File: src/vim_pkg.sv
// What this block does
// - Mailbox access asserts the selected interrupt output
// - Mapping zero drives dedicated output; strap picks role
// - Mapping one to seven drives matching host line
// - Three-bit mapping, writable and readable
// - Enabled VMEbus level N drives host line N
// - Forward setting uses low three bits; 255 disables
// - Rerun count five bits, default zero
// - Fair mode setting steers requester, default true
// - One enable gates all non-maskable sources
// - Writing watchdog period never starts counting
// - Mailbox byte writable and readable by host
// - Running watchdog cannot be stopped, only restarted
package vim_pkg;
  localparam int unsigned ADDR_W = 4;
  localparam int unsigned DATA_W = 8;
  localparam int unsigned LEVELS = 7;
  localparam int unsigned MAP_W = 3;
  localparam int unsigned RERUN_W = 5;
  localparam int unsigned WD_W = 16;
  localparam int unsigned EVT_W = 5;

  localparam logic [ADDR_W-1:0] ADR_MAILBOX = 4'h0;
  localparam logic [ADDR_W-1:0] ADR_MAP = 4'h1;
  localparam logic [ADDR_W-1:0] ADR_FWD_BASE = 4'h1;
  localparam logic [ADDR_W-1:0] ADR_CTRL = 4'h9;
  localparam logic [ADDR_W-1:0] ADR_RERUN = 4'hA;
  localparam logic [ADDR_W-1:0] ADR_WD_LO = 4'hB;
  localparam logic [ADDR_W-1:0] ADR_WD_HI = 4'hC;
  localparam logic [ADDR_W-1:0] ADR_STATUS = 4'hD;
  localparam logic [ADDR_W-1:0] ADR_MASK = 4'hE;
  localparam logic [ADDR_W-1:0] ADR_STATE = 4'hF;

  localparam int unsigned CTRL_FAIR = 0;
  localparam int unsigned CTRL_NMI_EN = 1;
  localparam int unsigned CTRL_WD_START = 2;
  localparam int unsigned CTRL_SF_REL = 3;

  localparam int unsigned EV_MBOX = 0;
  localparam int unsigned EV_WD = 1;
  localparam int unsigned EV_ABORT = 2;
  localparam int unsigned EV_SYSFAIL = 3;
  localparam int unsigned EV_ACFAIL = 4;

  localparam int unsigned ST_WD_RUN = 0;
  localparam int unsigned ST_STRAP = 1;
  localparam int unsigned ST_SF_DRIVE = 2;

  localparam logic [DATA_W-1:0] RST_FWD = 8'hFF;
  localparam logic [MAP_W-1:0] RST_MAP = 3'h0;
  localparam logic [RERUN_W-1:0] RST_RERUN = 5'h00;
  localparam logic RST_FAIR = 1'b1;
  localparam logic RST_NMI_EN = 1'b1;
  localparam logic [WD_W-1:0] RST_WD = 16'hFFFF;

  localparam int unsigned CLK_HZ = 50_000_000;
  localparam int unsigned WD_TICK_US = 1;
  localparam int unsigned WD_TICK_CYC = (CLK_HZ / 1_000_000) * WD_TICK_US;

  typedef enum logic [1:0] {VIM_WD_IDLE, VIM_WD_RUN} vim_wd_state_t;
endpackage

File: src/vim_sync.sv
`timescale 1ns/1ns
module vim_sync #(
  parameter int unsigned WIDTH = 1,
  parameter logic [WIDTH-1:0] INIT = '0
) (
  input  wire logic             clk_sys_in,
  input  wire logic             rst_n_in,
  input  wire logic [WIDTH-1:0] async_in,
  output logic      [WIDTH-1:0] sync_out
);
  logic [WIDTH-1:0] meta;

  // First stage feeds only the second stage
  always_ff @(posedge clk_sys_in or negedge rst_n_in) begin
    if (!rst_n_in) begin
      meta <= INIT;
      sync_out <= INIT;
    end else begin
      meta <= async_in;
      sync_out <= meta;
    end
  end
endmodule

File: src/vim_watchdog.sv
`timescale 1ns/1ns
module vim_watchdog
  import vim_pkg::*;
#(
  parameter int unsigned TICK_CYC = vim_pkg::WD_TICK_CYC
) (
  input  wire logic                     clk_sys_in,
  input  wire logic                     rst_n_in,
  input  wire logic                     start_in,
  input  wire logic [vim_pkg::WD_W-1:0] period_in,
  output logic                          running_out,
  output logic                          half_out,
  output logic                          expire_out
);
  vim_wd_state_t    state;
  logic [15:0]      pre;
  logic [WD_W-1:0]  count;
  logic [WD_W-1:0]  limit;
  logic             tick;

  assign tick = (pre == 16'(TICK_CYC - 1));

  // Period is latched only on start, so later writes wait for a restart
  always_ff @(posedge clk_sys_in or negedge rst_n_in) begin
    if (!rst_n_in) begin
      state <= VIM_WD_IDLE;
      pre <= 16'h0000;
      count <= '0;
      limit <= '0;
    end else begin
      case (state)
        VIM_WD_IDLE: begin
          if (start_in) begin
            state <= VIM_WD_RUN;
            limit <= period_in;
            pre <= 16'h0000;
            count <= '0;
          end
        end
        VIM_WD_RUN: begin
          // No path back to idle: stopping is not possible
          if (start_in) begin
            limit <= period_in;
            pre <= 16'h0000;
            count <= '0;
          end else if (tick) begin
            pre <= 16'h0000;
            count <= (count >= limit) ? '0 : count + 1'b1;
          end else begin
            pre <= pre + 16'h0001;
          end
        end
        default: state <= VIM_WD_IDLE;
      endcase
    end
  end

  always_ff @(posedge clk_sys_in or negedge rst_n_in) begin
    if (!rst_n_in) begin
      running_out <= 1'b0;
      half_out <= 1'b0;
      expire_out <= 1'b0;
    end else begin
      running_out <= (state == VIM_WD_RUN);
      half_out <= (state == VIM_WD_RUN) && !start_in && tick
                  && (count == (limit >> 1));
      expire_out <= (state == VIM_WD_RUN) && !start_in && tick
                    && (count == limit);
    end
  end
endmodule

File: src/vim_router.sv
// Our own choices: strobed register access and the register addresses.
`timescale 1ns/1ns
module vim_router
  import vim_pkg::*;
#(
  parameter int unsigned WD_TICK = vim_pkg::WD_TICK_CYC
) (
  input  wire logic                        clk_sys_in,
  input  wire logic                        rst_n_in,
  input  wire logic [vim_pkg::ADDR_W-1:0]  reg_addr_in,
  input  wire logic [vim_pkg::DATA_W-1:0]  reg_wdata_in,
  input  wire logic                        reg_wr_in,
  input  wire logic                        reg_rd_in,
  output logic      [vim_pkg::DATA_W-1:0]  reg_rdata_out,
  input  wire logic [vim_pkg::LEVELS:1]    vme_irq_n_in,
  input  wire logic                        vme_mbox_acc_in,
  input  wire logic                        vme_mbox_we_in,
  input  wire logic [vim_pkg::DATA_W-1:0]  vme_mbox_wdata_in,
  output logic      [vim_pkg::DATA_W-1:0]  vme_mbox_rdata_out,
  input  wire logic                        abort_n_in,
  input  wire logic                        acfail_n_in,
  input  wire logic                        sysfail_n_in,
  output logic                             sysfail_n_out,
  output logic                             sysfail_oe_n_out,
  input  wire logic                        mbox_strap_in,
  output logic      [vim_pkg::LEVELS:1]    host_irq_line_n_out,
  output logic                             mailbox_special_irq_n_out,
  output logic                             mbox_reset_n_out,
  output logic                             nmi_n_out,
  output logic                             wd_reset_n_out,
  output logic                             req_fair_out,
  output logic      [vim_pkg::RERUN_W-1:0] rerun_count_out,
  output logic                             irq_out
);
  localparam int unsigned SYNC_W = LEVELS + 5 + DATA_W;

  logic [SYNC_W-1:0]  pins_raw;
  logic [SYNC_W-1:0]  pins_sync;
  logic [LEVELS:1]    vme_req;
  logic               mbox_acc;
  logic               mbox_acc_d;
  logic               mbox_we;
  logic               abort_act;
  logic               acfail_act;
  logic               sysfail_act;
  logic               strap_s;
  logic [DATA_W-1:0]  mbox_wdata_s;
  logic [1:0]         strap_wait;
  logic               mbox_evt;

  logic [DATA_W-1:0]  mailbox;
  logic [MAP_W-1:0]   mbox_map;
  logic [DATA_W-1:0]  fwd_cfg [1:LEVELS];
  logic [LEVELS:1]    fwd_en;
  logic               fair_mode;
  logic               nmi_en;
  logic               sf_drive;
  logic [RERUN_W-1:0] rerun;
  logic [WD_W-1:0]    wd_period;
  logic               wd_start;
  logic               wd_run;
  logic               wd_half;
  logic               wd_expire;
  logic [EVT_W-1:0]   status;
  logic [EVT_W-1:0]   mask;
  logic [EVT_W-1:0]   evt_set;
  logic [EVT_W-1:0]   evt_clr;
  logic               strap_reset;
  logic               strap_done;
  logic               wr_hit;
  logic [LEVELS:1]    next_host_n;
  logic [DATA_W-1:0]  next_rdata;
  logic               nmi_src;

  // Pins from the backplane and front panel come from other timing
  assign pins_raw = {vme_mbox_wdata_in, mbox_strap_in, vme_mbox_we_in, vme_mbox_acc_in,
                     abort_n_in, acfail_n_in, vme_irq_n_in};

  vim_sync #(
    .WIDTH (SYNC_W),
    .INIT  ({{DATA_W{1'b0}}, 1'b0, 1'b0, 1'b0, 1'b1, 1'b1, {LEVELS{1'b1}}})
  ) u_sync (
    .clk_sys_in (clk_sys_in),
    .rst_n_in   (rst_n_in),
    .async_in   (pins_raw),
    .sync_out   (pins_sync)
  );

  assign vme_req = ~pins_sync[LEVELS-1:0];
  assign acfail_act = ~pins_sync[LEVELS];
  assign abort_act = ~pins_sync[LEVELS+1];
  assign mbox_acc = pins_sync[LEVELS+2];
  assign mbox_we = pins_sync[LEVELS+3];
  assign strap_s = pins_sync[LEVELS+4];
  assign mbox_wdata_s = pins_sync[SYNC_W-1:LEVELS+5];

  vim_sync #(
    .WIDTH (1),
    .INIT  (1'b1)
  ) u_sync_sf (
    .clk_sys_in (clk_sys_in),
    .rst_n_in   (rst_n_in),
    .async_in   (sysfail_n_in),
    .sync_out   (sysfail_act)
  );

  // Strap caught once the synchroniser holds the pin; later changes ignored
  always_ff @(posedge clk_sys_in or negedge rst_n_in) begin
    if (!rst_n_in) begin
      strap_wait <= 2'h0;
      strap_done <= 1'b0;
      strap_reset <= 1'b0;
    end else if (!strap_done && strap_wait == 2'h2) begin
      strap_done <= 1'b1;
      strap_reset <= strap_s;
    end else if (!strap_done) begin
      strap_wait <= strap_wait + 2'h1;
    end
  end

  // One event per VMEbus access, on the rising edge of the strobe
  always_ff @(posedge clk_sys_in or negedge rst_n_in) begin
    if (!rst_n_in) begin
      mbox_acc_d <= 1'b0;
    end else begin
      mbox_acc_d <= mbox_acc;
    end
  end

  assign mbox_evt = mbox_acc && !mbox_acc_d;
  assign wr_hit = reg_wr_in;

  // Mailbox byte: host writes, VMEbus writes on access with write set
  always_ff @(posedge clk_sys_in or negedge rst_n_in) begin
    if (!rst_n_in) begin
      mailbox <= '0;
    end else if (mbox_evt && mbox_we) begin
      mailbox <= mbox_wdata_s;
    end else if (wr_hit && reg_addr_in == ADR_MAILBOX) begin
      mailbox <= reg_wdata_in;
    end
  end

  always_ff @(posedge clk_sys_in or negedge rst_n_in) begin
    if (!rst_n_in) begin
      vme_mbox_rdata_out <= '0;
    end else begin
      vme_mbox_rdata_out <= mailbox;
    end
  end

  always_ff @(posedge clk_sys_in or negedge rst_n_in) begin
    if (!rst_n_in) begin
      mbox_map <= RST_MAP;
    end else if (wr_hit && reg_addr_in == ADR_MAP) begin
      mbox_map <= reg_wdata_in[MAP_W-1:0];
    end
  end

  // Per-level forwarding settings, one register each
  genvar g;
  generate
    for (g = 1; g <= LEVELS; g++) begin : g_fwd
      always_ff @(posedge clk_sys_in or negedge rst_n_in) begin
        if (!rst_n_in) begin
          fwd_cfg[g] <= RST_FWD;
        end else if (wr_hit && reg_addr_in == ADR_FWD_BASE + ADDR_W'(g)) begin
          fwd_cfg[g] <= reg_wdata_in;
        end
      end
      // All-ones means off, else only the low bits matter
      assign fwd_en[g] = (fwd_cfg[g] != RST_FWD)
                         && (fwd_cfg[g][MAP_W-1:0] == MAP_W'(g));
    end
  endgenerate

  always_ff @(posedge clk_sys_in or negedge rst_n_in) begin
    if (!rst_n_in) begin
      fair_mode <= RST_FAIR;
      nmi_en <= RST_NMI_EN;
    end else if (wr_hit && reg_addr_in == ADR_CTRL) begin
      fair_mode <= reg_wdata_in[CTRL_FAIR];
      nmi_en <= reg_wdata_in[CTRL_NMI_EN];
    end
  end

  // SYSFAIL is driven from reset until software lets it go
  always_ff @(posedge clk_sys_in or negedge rst_n_in) begin
    if (!rst_n_in) begin
      sf_drive <= 1'b1;
    end else if (wr_hit && reg_addr_in == ADR_CTRL
                 && reg_wdata_in[CTRL_SF_REL]) begin
      sf_drive <= 1'b0;
    end
  end

  always_ff @(posedge clk_sys_in or negedge rst_n_in) begin
    if (!rst_n_in) begin
      sysfail_n_out <= 1'b1;
      sysfail_oe_n_out <= 1'b1;
    end else begin
      sysfail_n_out <= 1'b0;
      sysfail_oe_n_out <= !sf_drive;
    end
  end

  always_ff @(posedge clk_sys_in or negedge rst_n_in) begin
    if (!rst_n_in) begin
      rerun <= RST_RERUN;
    end else if (wr_hit && reg_addr_in == ADR_RERUN) begin
      rerun <= reg_wdata_in[RERUN_W-1:0];
    end
  end

  always_ff @(posedge clk_sys_in or negedge rst_n_in) begin
    if (!rst_n_in) begin
      req_fair_out <= RST_FAIR;
      rerun_count_out <= RST_RERUN;
    end else begin
      req_fair_out <= fair_mode;
      rerun_count_out <= rerun;
    end
  end

  // Watchdog period: storing it alone leaves the counter idle
  always_ff @(posedge clk_sys_in or negedge rst_n_in) begin
    if (!rst_n_in) begin
      wd_period <= RST_WD;
    end else if (wr_hit && reg_addr_in == ADR_WD_LO) begin
      wd_period[DATA_W-1:0] <= reg_wdata_in;
    end else if (wr_hit && reg_addr_in == ADR_WD_HI) begin
      wd_period[WD_W-1:DATA_W] <= reg_wdata_in;
    end
  end

  assign wd_start = wr_hit && reg_addr_in == ADR_CTRL
                    && reg_wdata_in[CTRL_WD_START];

  vim_watchdog #(
    .TICK_CYC (WD_TICK)
  ) u_wd (
    .clk_sys_in  (clk_sys_in),
    .rst_n_in    (rst_n_in),
    .start_in    (wd_start),
    .period_in   (wd_period),
    .running_out (wd_run),
    .half_out    (wd_half),
    .expire_out  (wd_expire)
  );

  always_ff @(posedge clk_sys_in or negedge rst_n_in) begin
    if (!rst_n_in) begin
      wd_reset_n_out <= 1'b1;
    end else begin
      wd_reset_n_out <= !wd_expire;
    end
  end

  // Sticky events; a set in the clearing cycle survives
  assign evt_set[EV_MBOX] = mbox_evt;
  assign evt_set[EV_WD] = wd_half;
  assign evt_set[EV_ABORT] = abort_act;
  assign evt_set[EV_SYSFAIL] = !sysfail_act;
  assign evt_set[EV_ACFAIL] = acfail_act;
  assign evt_clr = (wr_hit && reg_addr_in == ADR_STATUS)
                   ? reg_wdata_in[EVT_W-1:0] : '0;

  always_ff @(posedge clk_sys_in or negedge rst_n_in) begin
    if (!rst_n_in) begin
      status <= '0;
    end else begin
      status <= (status & ~evt_clr) | evt_set;
    end
  end

  always_ff @(posedge clk_sys_in or negedge rst_n_in) begin
    if (!rst_n_in) begin
      mask <= '0;
    end else if (wr_hit && reg_addr_in == ADR_MASK) begin
      mask <= reg_wdata_in[EVT_W-1:0];
    end
  end

  always_ff @(posedge clk_sys_in or negedge rst_n_in) begin
    if (!rst_n_in) begin
      irq_out <= 1'b0;
    end else begin
      irq_out <= |(status & mask);
    end
  end

  // Host lines: forwarded levels plus the mailbox when mapped there
  always_comb begin
    next_host_n = '1;
    for (int n = 1; n <= LEVELS; n++) begin
      if (fwd_en[n] && vme_req[n]) begin
        next_host_n[n] = 1'b0;
      end
      if (status[EV_MBOX] && mbox_map == MAP_W'(n)) begin
        next_host_n[n] = 1'b0;
      end
    end
  end

  // Pending mailbox holds its line low until cleared
  always_ff @(posedge clk_sys_in or negedge rst_n_in) begin
    if (!rst_n_in) begin
      host_irq_line_n_out <= '1;
    end else begin
      host_irq_line_n_out <= next_host_n;
    end
  end

  always_ff @(posedge clk_sys_in or negedge rst_n_in) begin
    if (!rst_n_in) begin
      mailbox_special_irq_n_out <= 1'b1;
      mbox_reset_n_out <= 1'b1;
    end else begin
      mailbox_special_irq_n_out <= !(status[EV_MBOX] && mbox_map == RST_MAP
                                     && !strap_reset);
      mbox_reset_n_out <= !(status[EV_MBOX] && mbox_map == RST_MAP
                            && strap_reset);
    end
  end

  // Watchdog, abort, SYSFAIL and ACFAIL events make the non-maskable source; the mailbox is not one
  assign nmi_src = status[EV_WD] || status[EV_ABORT]
                   || status[EV_SYSFAIL] || status[EV_ACFAIL];

  always_ff @(posedge clk_sys_in or negedge rst_n_in) begin
    if (!rst_n_in) begin
      nmi_n_out <= 1'b1;
    end else begin
      nmi_n_out <= !(nmi_en && nmi_src);
    end
  end

  // Read data only in the cycle after the strobe
  always_comb begin
    next_rdata = '0;
    case (reg_addr_in)
      ADR_MAILBOX: next_rdata = mailbox;
      ADR_MAP: next_rdata[MAP_W-1:0] = mbox_map;
      ADR_CTRL: begin
        next_rdata[CTRL_FAIR] = fair_mode;
        next_rdata[CTRL_NMI_EN] = nmi_en;
      end
      ADR_RERUN: next_rdata[RERUN_W-1:0] = rerun;
      ADR_WD_LO: next_rdata = wd_period[DATA_W-1:0];
      ADR_WD_HI: next_rdata = wd_period[WD_W-1:DATA_W];
      ADR_STATUS: next_rdata[EVT_W-1:0] = status;
      ADR_MASK: next_rdata[EVT_W-1:0] = mask;
      ADR_STATE: begin
        next_rdata[ST_WD_RUN] = wd_run;
        next_rdata[ST_STRAP] = strap_reset;
        next_rdata[ST_SF_DRIVE] = sf_drive;
      end
      default: begin
        for (int n = 1; n <= LEVELS; n++) begin
          if (reg_addr_in == ADR_FWD_BASE + ADDR_W'(n)) begin
            next_rdata = fwd_cfg[n];
          end
        end
      end
    endcase
  end

  always_ff @(posedge clk_sys_in or negedge rst_n_in) begin
    if (!rst_n_in) begin
      reg_rdata_out <= '0;
    end else begin
      reg_rdata_out <= reg_rd_in ? next_rdata : '0;
    end
  end
endmodule

File: config.mk
export PLATFORM = sky130hd
export DESIGN_NAME = vim_router
export DESIGN_NICKNAME = d
export VERILOG_FILES = /design/src/vim_pkg.sv /design/src/vim_sync.sv /design/src/vim_watchdog.sv /design/src/vim_router.sv
export SDC_FILE = /design/constraint.sdc
export NUM_CORES = 1
export LEC_CHECK = 0
export BUFFER_PORTS_ARGS = -buffer_cell sky130_fd_sc_hd__buf_2
export CAP_MARGIN = 20
export CORE_ASPECT_RATIO = 2
export CORE_MARGIN = 4
export CORE_UTILIZATION = 32
export CTS_CLUSTER_DIAMETER = 50
export CTS_CLUSTER_SIZE = 30
export DETAILED_ROUTE_END_ITERATION = 12
export GPL_TIMING_DRIVEN = 0
export HOLD_SLACK_MARGIN = 0.12
export PLACE_DENSITY = 0.58
export SLEW_MARGIN = 10
export SYNTH_ARGS = -nofsm -noshare
export SYNTH_HDL_FRONTEND = slang
export SYNTH_SLANG_ARGS = --single-unit
File: constraint.sdc
create_clock -name clk_sys_in -period 2.7 [get_ports clk_sys_in]
set_input_delay 0.54 -clock clk_sys_in [delete_from_list [all_inputs] [get_ports clk_sys_in]]
set_output_delay 0.54 -clock clk_sys_in [all_outputs]
set_load 0.02 [all_outputs]
# After elaboration in Yosys (flattened, before gate mapping)
# Cells that the tools add are included.
# op_classes
add_sub_neg	3
order_cmp	1
eq_ne	43
n_mux	39
bitwise_logic	11
n_reduce_logical	77
# op_table
cell	count
two-way mux 16 bit	6
two-way mux 8 bit	10
one-hot mux 16 bit (2 select lines)	2
inequality test 8 bit (second input constant)	7
logical AND 1 bit	49
adder 16 x 1 -> 16 bit (second input constant)	2
equality test 4 bit (second input constant)	8
equality test 3 bit (second input constant)	8
one-hot mux 2 bit (9 select lines)	1
equality test 16 x 15 -> 1 bit	1
equality test 16 bit	1
equality test 16 x 6 -> 1 bit (second input constant)	1
equality test 4 x 3 -> 1 bit (second input constant)	4
greater-or-equal comparator 16 bit	1
two-way mux 1 bit	14
one-hot mux 2 bit (7 select lines)	1
equality test 3 x 2 -> 1 bit (second input constant)	4
one-hot mux 3 bit (4 select lines)	1
bitwise AND 5 bit	2
zero test 1 bit	10
AND reduction 2 bit	5
one-hot mux 1 bit (9 select lines)	1
equality test 4 x 2 -> 1 bit (second input constant)	2
NOT 7 bit	1
other kinds (23)	32
# totals
ff_bits	237
in_bits	37
out_inout_bits	36

# Longest topological paths before layout
# depth
word_depth	10
mapped_depth	8

# By module
# A second synthesis with hierarchy kept.
# hier_totals
hier_cells	925
area_unflattened_um2	10657.7
# by_module_without_submodules
mod	n_inst	cells_per_inst	area_per_inst_um2	seq_area_each_um2
vim_router	1	531	6526.3	3664.8
vim_watchdog	1	352	3055.4	1301.2
vim_sync at u_sync	1	40	1023.5	1023.5
vim_sync at u_sync_sf	1	2	52.6	52.6

# Worst setup path before layout
# No wires, ideal clock.
# synth_timing
path_kind	flip-flop to flip-flop
startpoint	reg u_wd.count[0]
endpoint	reg u_wd.count[12]
setup_time_ps	87
t_arrival_ps	2056
t_required_ps	2613
slack_ps	557
path_stages_with_launch	8
n_path_buf	0
cell_sequence	dfrtp_1 -> inv_1 -> ha_1 -> nand2b_1 -> a2111o_1 -> a311oi_4 -> nand3_2 -> o211ai_1
# synth_between
elab_chain_len	5
elab_cells_between_ends	6
# synth_lines
item	line	rtl
start: declaration	vim_watchdog.sv:17	logic [WD_W-1:0] count;
start signal: assignment	vim_watchdog.sv:48	count <= (count >= limit) ? '0 : count + 1'b1;
adder 16 x 1 -> 16 bit / greater-or-equal comparator 16 bit (equally long branches)	vim_watchdog.sv:48	
two-way mux 16 bit (*)	vim_watchdog.sv:48	
two-way mux 16 bit (*)	vim_watchdog.sv:46	end else if (tick) begin
two-way mux 16 bit (*)	vim_watchdog.sv:42	if (start_in) begin
one-hot mux 16 bit (2 select lines) (*)	vim_watchdog.sv:31	case (state)
# Every way passes the cells marked *; elsewhere a longest branch is shown, timed or not. The select of a mux whose other input is x is not followed.
# A chain may end at the register's enable or synchronous reset.

# Worst setup path in the final report
# layout_timing
startpoint	reg u_wd.count[0]
endpoint	reg u_wd.count[6]
# Same word-level chain as after synthesis.

==> out/results.md <==
| Item | Value |
|:---|:---|
| Outcome | complete, no violations |
| Crit-path cells | inv_1 -> ha_1 -> nand2b_1 -> a2111o_1 -> a311oi_4 -> nand3_2 -> a21oi_1 |
| Number of global-route vias before repair | 8155 |
| Die W | 137.0 um |
| Fraction of synthesized cell area in xor and xnor cells | 2.220% |
| Final setup skew | 0.02203 ns |
| Initial antenna violation count | 0 |
| Residual overflow from global routing | 0 |
| Crit share post-route | 94.94% |
| Sequential-to-total area share from yosys stat | 56.72% |
| Die footprint | 36450 um^2 |
| Unrepaired setup endpoints after global routing | false |
| Buffer type at the clock tree root | sky130_fd_sc_hd__clkbuf_16 |
| Area Growth Syn to Fin | 16.34% |
| Insertion delay of the later-clocked pin in the worst-skew pair | 0.53 ns |
| Layout net count | 1088 |
| Share of cells above drive strength 1 | 31.19% |
| Adder-Cell Fraction of Synth Area | 2.349% |
| CP arrival | 3.01 ns |
| Maxcap violations | 0 |
| Worst slew margin relative to its limit | 40.72% |
| Detailed-route via count | 7720 |
| Critical-path top delay cell | sky130_fd_sc_hd__dfrtp_1 |
| RD Place Congestion | 0.9735 |
| Post-Syn Nets | 981 |
| Buffers added on ports | 66 |
| Effective utilization at floorplan | 32.35% |
| Worst hold margin | 0.1392 ns |
| Clock tree buffer depth | 3 |
| Worst-Margin Slew | 0.8892 ns |
| H-tree depth reported by CTS | 1 |
| Kind of path behind the tightest hold check | primary input to register |
| Ant. Diodes | 0 |
| Most used flip-flop cell after synthesis | sky130_fd_sc_hd__dfrtp_1 |
| Setup_tns | 0 ns |
| Number of I/O pins | 73 |
| Vias per cell | 5.237 |
| Largest net degree at the start of global routing | 113 |
| Clock-pin slew on the worst setup and hold paths | 0.10 ns |
| Type of the worst setup path | register to register |
| Total Routed Length | 31850 um |
| DRC violations left | 0 |
| IR drop worst, VDD | 482.2 uV |
| Routed wirelength normalized by instance count | 21.61 um |
| Setup Viol. Count Final | 0 |
| Max frequency | 0.3901 GHz |
| Mapped Area | 10650 um^2 |
| Combined buffer and inverter count along the critical path | 1 |
| Final count of pins violating max slew | 0 |
| Post-synthesis register bit count | 236 |
| Sinks on the clock net | 236 |
| Largest family of logic cells by synthesized area | simple AND/OR/NAND/NOR gates |
| Cell area power density | 735.6 nW/um^2 |
| Mux cell area share after synthesis | 11.35% |
| Crit path launch type | register |
| Overall track demand over capacity in global routing | 17.53% |
| Asr flop ratio synth | 100.0% |
| Max FO, Critical Path | 9 |
| Y dimension of the die | 266.0 um |
| Number of rows created at floorplan | 94 |
| P_leak | 5.203 nW |
| Clock buffer count from CTS | 17 |
| Area share of and/or/nand/nor cells after synthesis | 12.24% |
| DRT Pass-1 Iters | 5 |
| Minimum clock period after layout | 2.564 ns |
| Dpl hpwl | 24060 um |
| Delay contributed by the slowest stage of the critical path | 0.49 ns |
| Count of antenna-violating nets left after detailed routing | 0 |
| Distinct cell type count after synthesis | 67 |
| Post-CTS setup buffers | 0 |
| Type of destination of the critical path | register |
| Cell count after synthesis | 924 |
| Compound-cell area share of the yosys netlist | 12.00% |
| TritonCTS clock tree | built |
| 1st-iter DRT viols | 628 |
| Final Hold Fails | 0 |
| EDFF count, synth | 0 |
| Count of synthesis-stage warnings from yosys | 0 |
| Data required time of the worst path | 3.15 ns |
| First-pass GRT wire length | 47910 um |
| Fillers | 3267 |
| Total core area | 32930 um^2 |
| Cell family with most CP delay | compound AO/OA/AOI/OAI gates |
| Mean Syn Cell Area | 11.53 um^2 |
synth_stat cells (9+ instances only):
| library cell | count | share of area (%) |
|---|---|---|
| sky130_fd_sc_hd__a211oi_1 | 9 | 0.63 |
| sky130_fd_sc_hd__a21oi_1 | 49 | 2.3 |
| sky130_fd_sc_hd__buf_2 | 11 | 0.52 |
| sky130_fd_sc_hd__clkbuf_1 | 28 | 0.99 |
| sky130_fd_sc_hd__dfrtp_1 | 127 | 30 |
| sky130_fd_sc_hd__dfstp_2 | 109 | 27 |
| sky130_fd_sc_hd__ha_1 | 20 | 2.3 |
| sky130_fd_sc_hd__inv_1 | 34 | 1.2 |
| sky130_fd_sc_hd__mux2_2 | 90 | 9.5 |
| sky130_fd_sc_hd__mux2i_1 | 15 | 1.4 |
| sky130_fd_sc_hd__nand2_1 | 104 | 3.7 |
| sky130_fd_sc_hd__nand3_1 | 22 | 1.0 |
| sky130_fd_sc_hd__nand4_1 | 15 | 0.88 |
| sky130_fd_sc_hd__nor2_1 | 29 | 1.0 |
| sky130_fd_sc_hd__nor2b_1 | 10 | 0.59 |
| sky130_fd_sc_hd__nor3_1 | 15 | 0.70 |
| sky130_fd_sc_hd__nor4_1 | 9 | 0.53 |
| sky130_fd_sc_hd__o21ai_0 | 69 | 3.2 |
| sky130_fd_sc_hd__xnor2_1 | 11 | 0.90 |
| sky130_fd_sc_hd__xor2_1 | 16 | 1.3 |
cell families (layout without fill, tap and decap cells):
| group | after synthesis | after routing |
|---|---|---|
| and+or+nand+nor | 251 | 251 |
| DFF | 236 | 236 |
| AOI/OAI and AO/OA | 202 | 202 |
| muxes | 107 | 107 |
| buffers and inverters | 80 | 198 |
| xor gates and xnor gates | 27 | 27 |
| adders and majority gates | 20 | 20 |
| other | 1 | 1 |
state kept, by name (all words and copies together), names as in the netlist, 2 cells and up:
register,cells
fwd_cfg,56
rerun_count_out,5
vme_mbox_rdata_out,8
mbox_map,3
wd_period,16
mask,5
u_wd.limit,16
u_sync.meta,20
rerun,5
status,5
host_irq_line_n_out,7
u_wd.pre,16
u_wd.count,16
mailbox,8
strap_wait,2
u_sync.sync_out,20
reg_rdata_out,8
per-stage QoR:
| step | total power [mW] | instance area, um^2 | utilization [%] | worst slack, ns | cells |
|---|---|---|---|---|---|
| after detailed placement | 6.339 | 11590 | 35.19 | -0.1138 | 1424 |
| after CTS | 9.235 | 12390 | 37.63 | 0.1428 | 1474 |
| after global routing | 9.527 | 12390 | 37.63 | 0.02628 | 1474 |
| final | 9.116 | 12390 | 37.63 | 0.1365 | 1474 |
| after global placement | 6.279 | 11520 | 34.99 | -3.025 | 1422 |
| after floorplan | 5.624 | 10650 | - | 0.5568 | 924 |
where the power goes:
group | switching (mW) | leakage [nW] | total (mW) | internal (mW)
registers | 0.470 | 2.72 | 4.79 | 4.32
clock network | 1.53 | 0.291 | 2.83 | 1.30
logic | 0.850 | 2.19 | 1.50 | 0.650
what timing repair did:
action                    in CTS  in global routing
hold buffers                  20                  0
resized for setup              0                  0
hold endpoints to repair      45                  0
metal layers:
metal / vias to the layer above / global-route usage [%] / wire, um
met5: - / 0 / 0
met4: 0 / 13.44 / 2792
met3: 115 / 1.909 / 1194
met2: 239 / 33.39 / 17850
met1: 3845 / 16.43 / 10010
li1: 3521 / - / -
final timing paths:
check	from	to	slack, ns	cells after the start
setup reg to reg	u_wd.count[0]$_DFFE_PN0P_	u_wd.count[6]$_DFFE_PN0P_	0.14	7
min in group asynchronous	rst_n_in	u_wd.pre[1]$_DFFE_PN0P_	0.46	2
hold / removal	vme_mbox_wdata_in[5]	u_sync.meta[17]$_DFF_PN0_	0.14	1
max in group asynchronous	rst_n_in	fwd_cfg[47]$_DFFE_PN1P_	0.95	4
setup / recovery	u_wd.count[0]$_DFFE_PN0P_	u_wd.count[6]$_DFFE_PN0P_	0.14	7
hold reg to reg	u_sync.meta[15]$_DFF_PN0_	u_sync.sync_out[15]$_DFF_PN0_	0.34	0
cell type report:
cell class	count	area (um^2)	share of cell area, %
Clock buffer	18	429.2	3.463
Sequential cell	236	6042	48.75
Buffer	46	201.4	1.625
Inverter	34	127.6	1.030
Tap cell	432	540.5	4.361
Timing Repair Buffer	88	595.6	4.806
Multi-Input combinational cell	608	4282	34.55
Clock inverter	12	175.2	1.413
placed cells by master (no fill, tap or decap), types with 17 or more instances in the layout:
cell and instances:
sky130_fd_sc_hd__a21oi_1 49, sky130_fd_sc_hd__buf_2 76, sky130_fd_sc_hd__clkbuf_1 29, sky130_fd_sc_hd__clkbuf_16 17
sky130_fd_sc_hd__dfrtp_1 127, sky130_fd_sc_hd__dfstp_2 109, sky130_fd_sc_hd__dlygate4sd3_1 20, sky130_fd_sc_hd__ha_1 20
sky130_fd_sc_hd__inv_1 34, sky130_fd_sc_hd__mux2_2 90, sky130_fd_sc_hd__nand2_1 104, sky130_fd_sc_hd__nand3_1 22
sky130_fd_sc_hd__nor2_1 29, sky130_fd_sc_hd__o21ai_0 69
No activity file was read; power rests on OpenSTA's default activity.
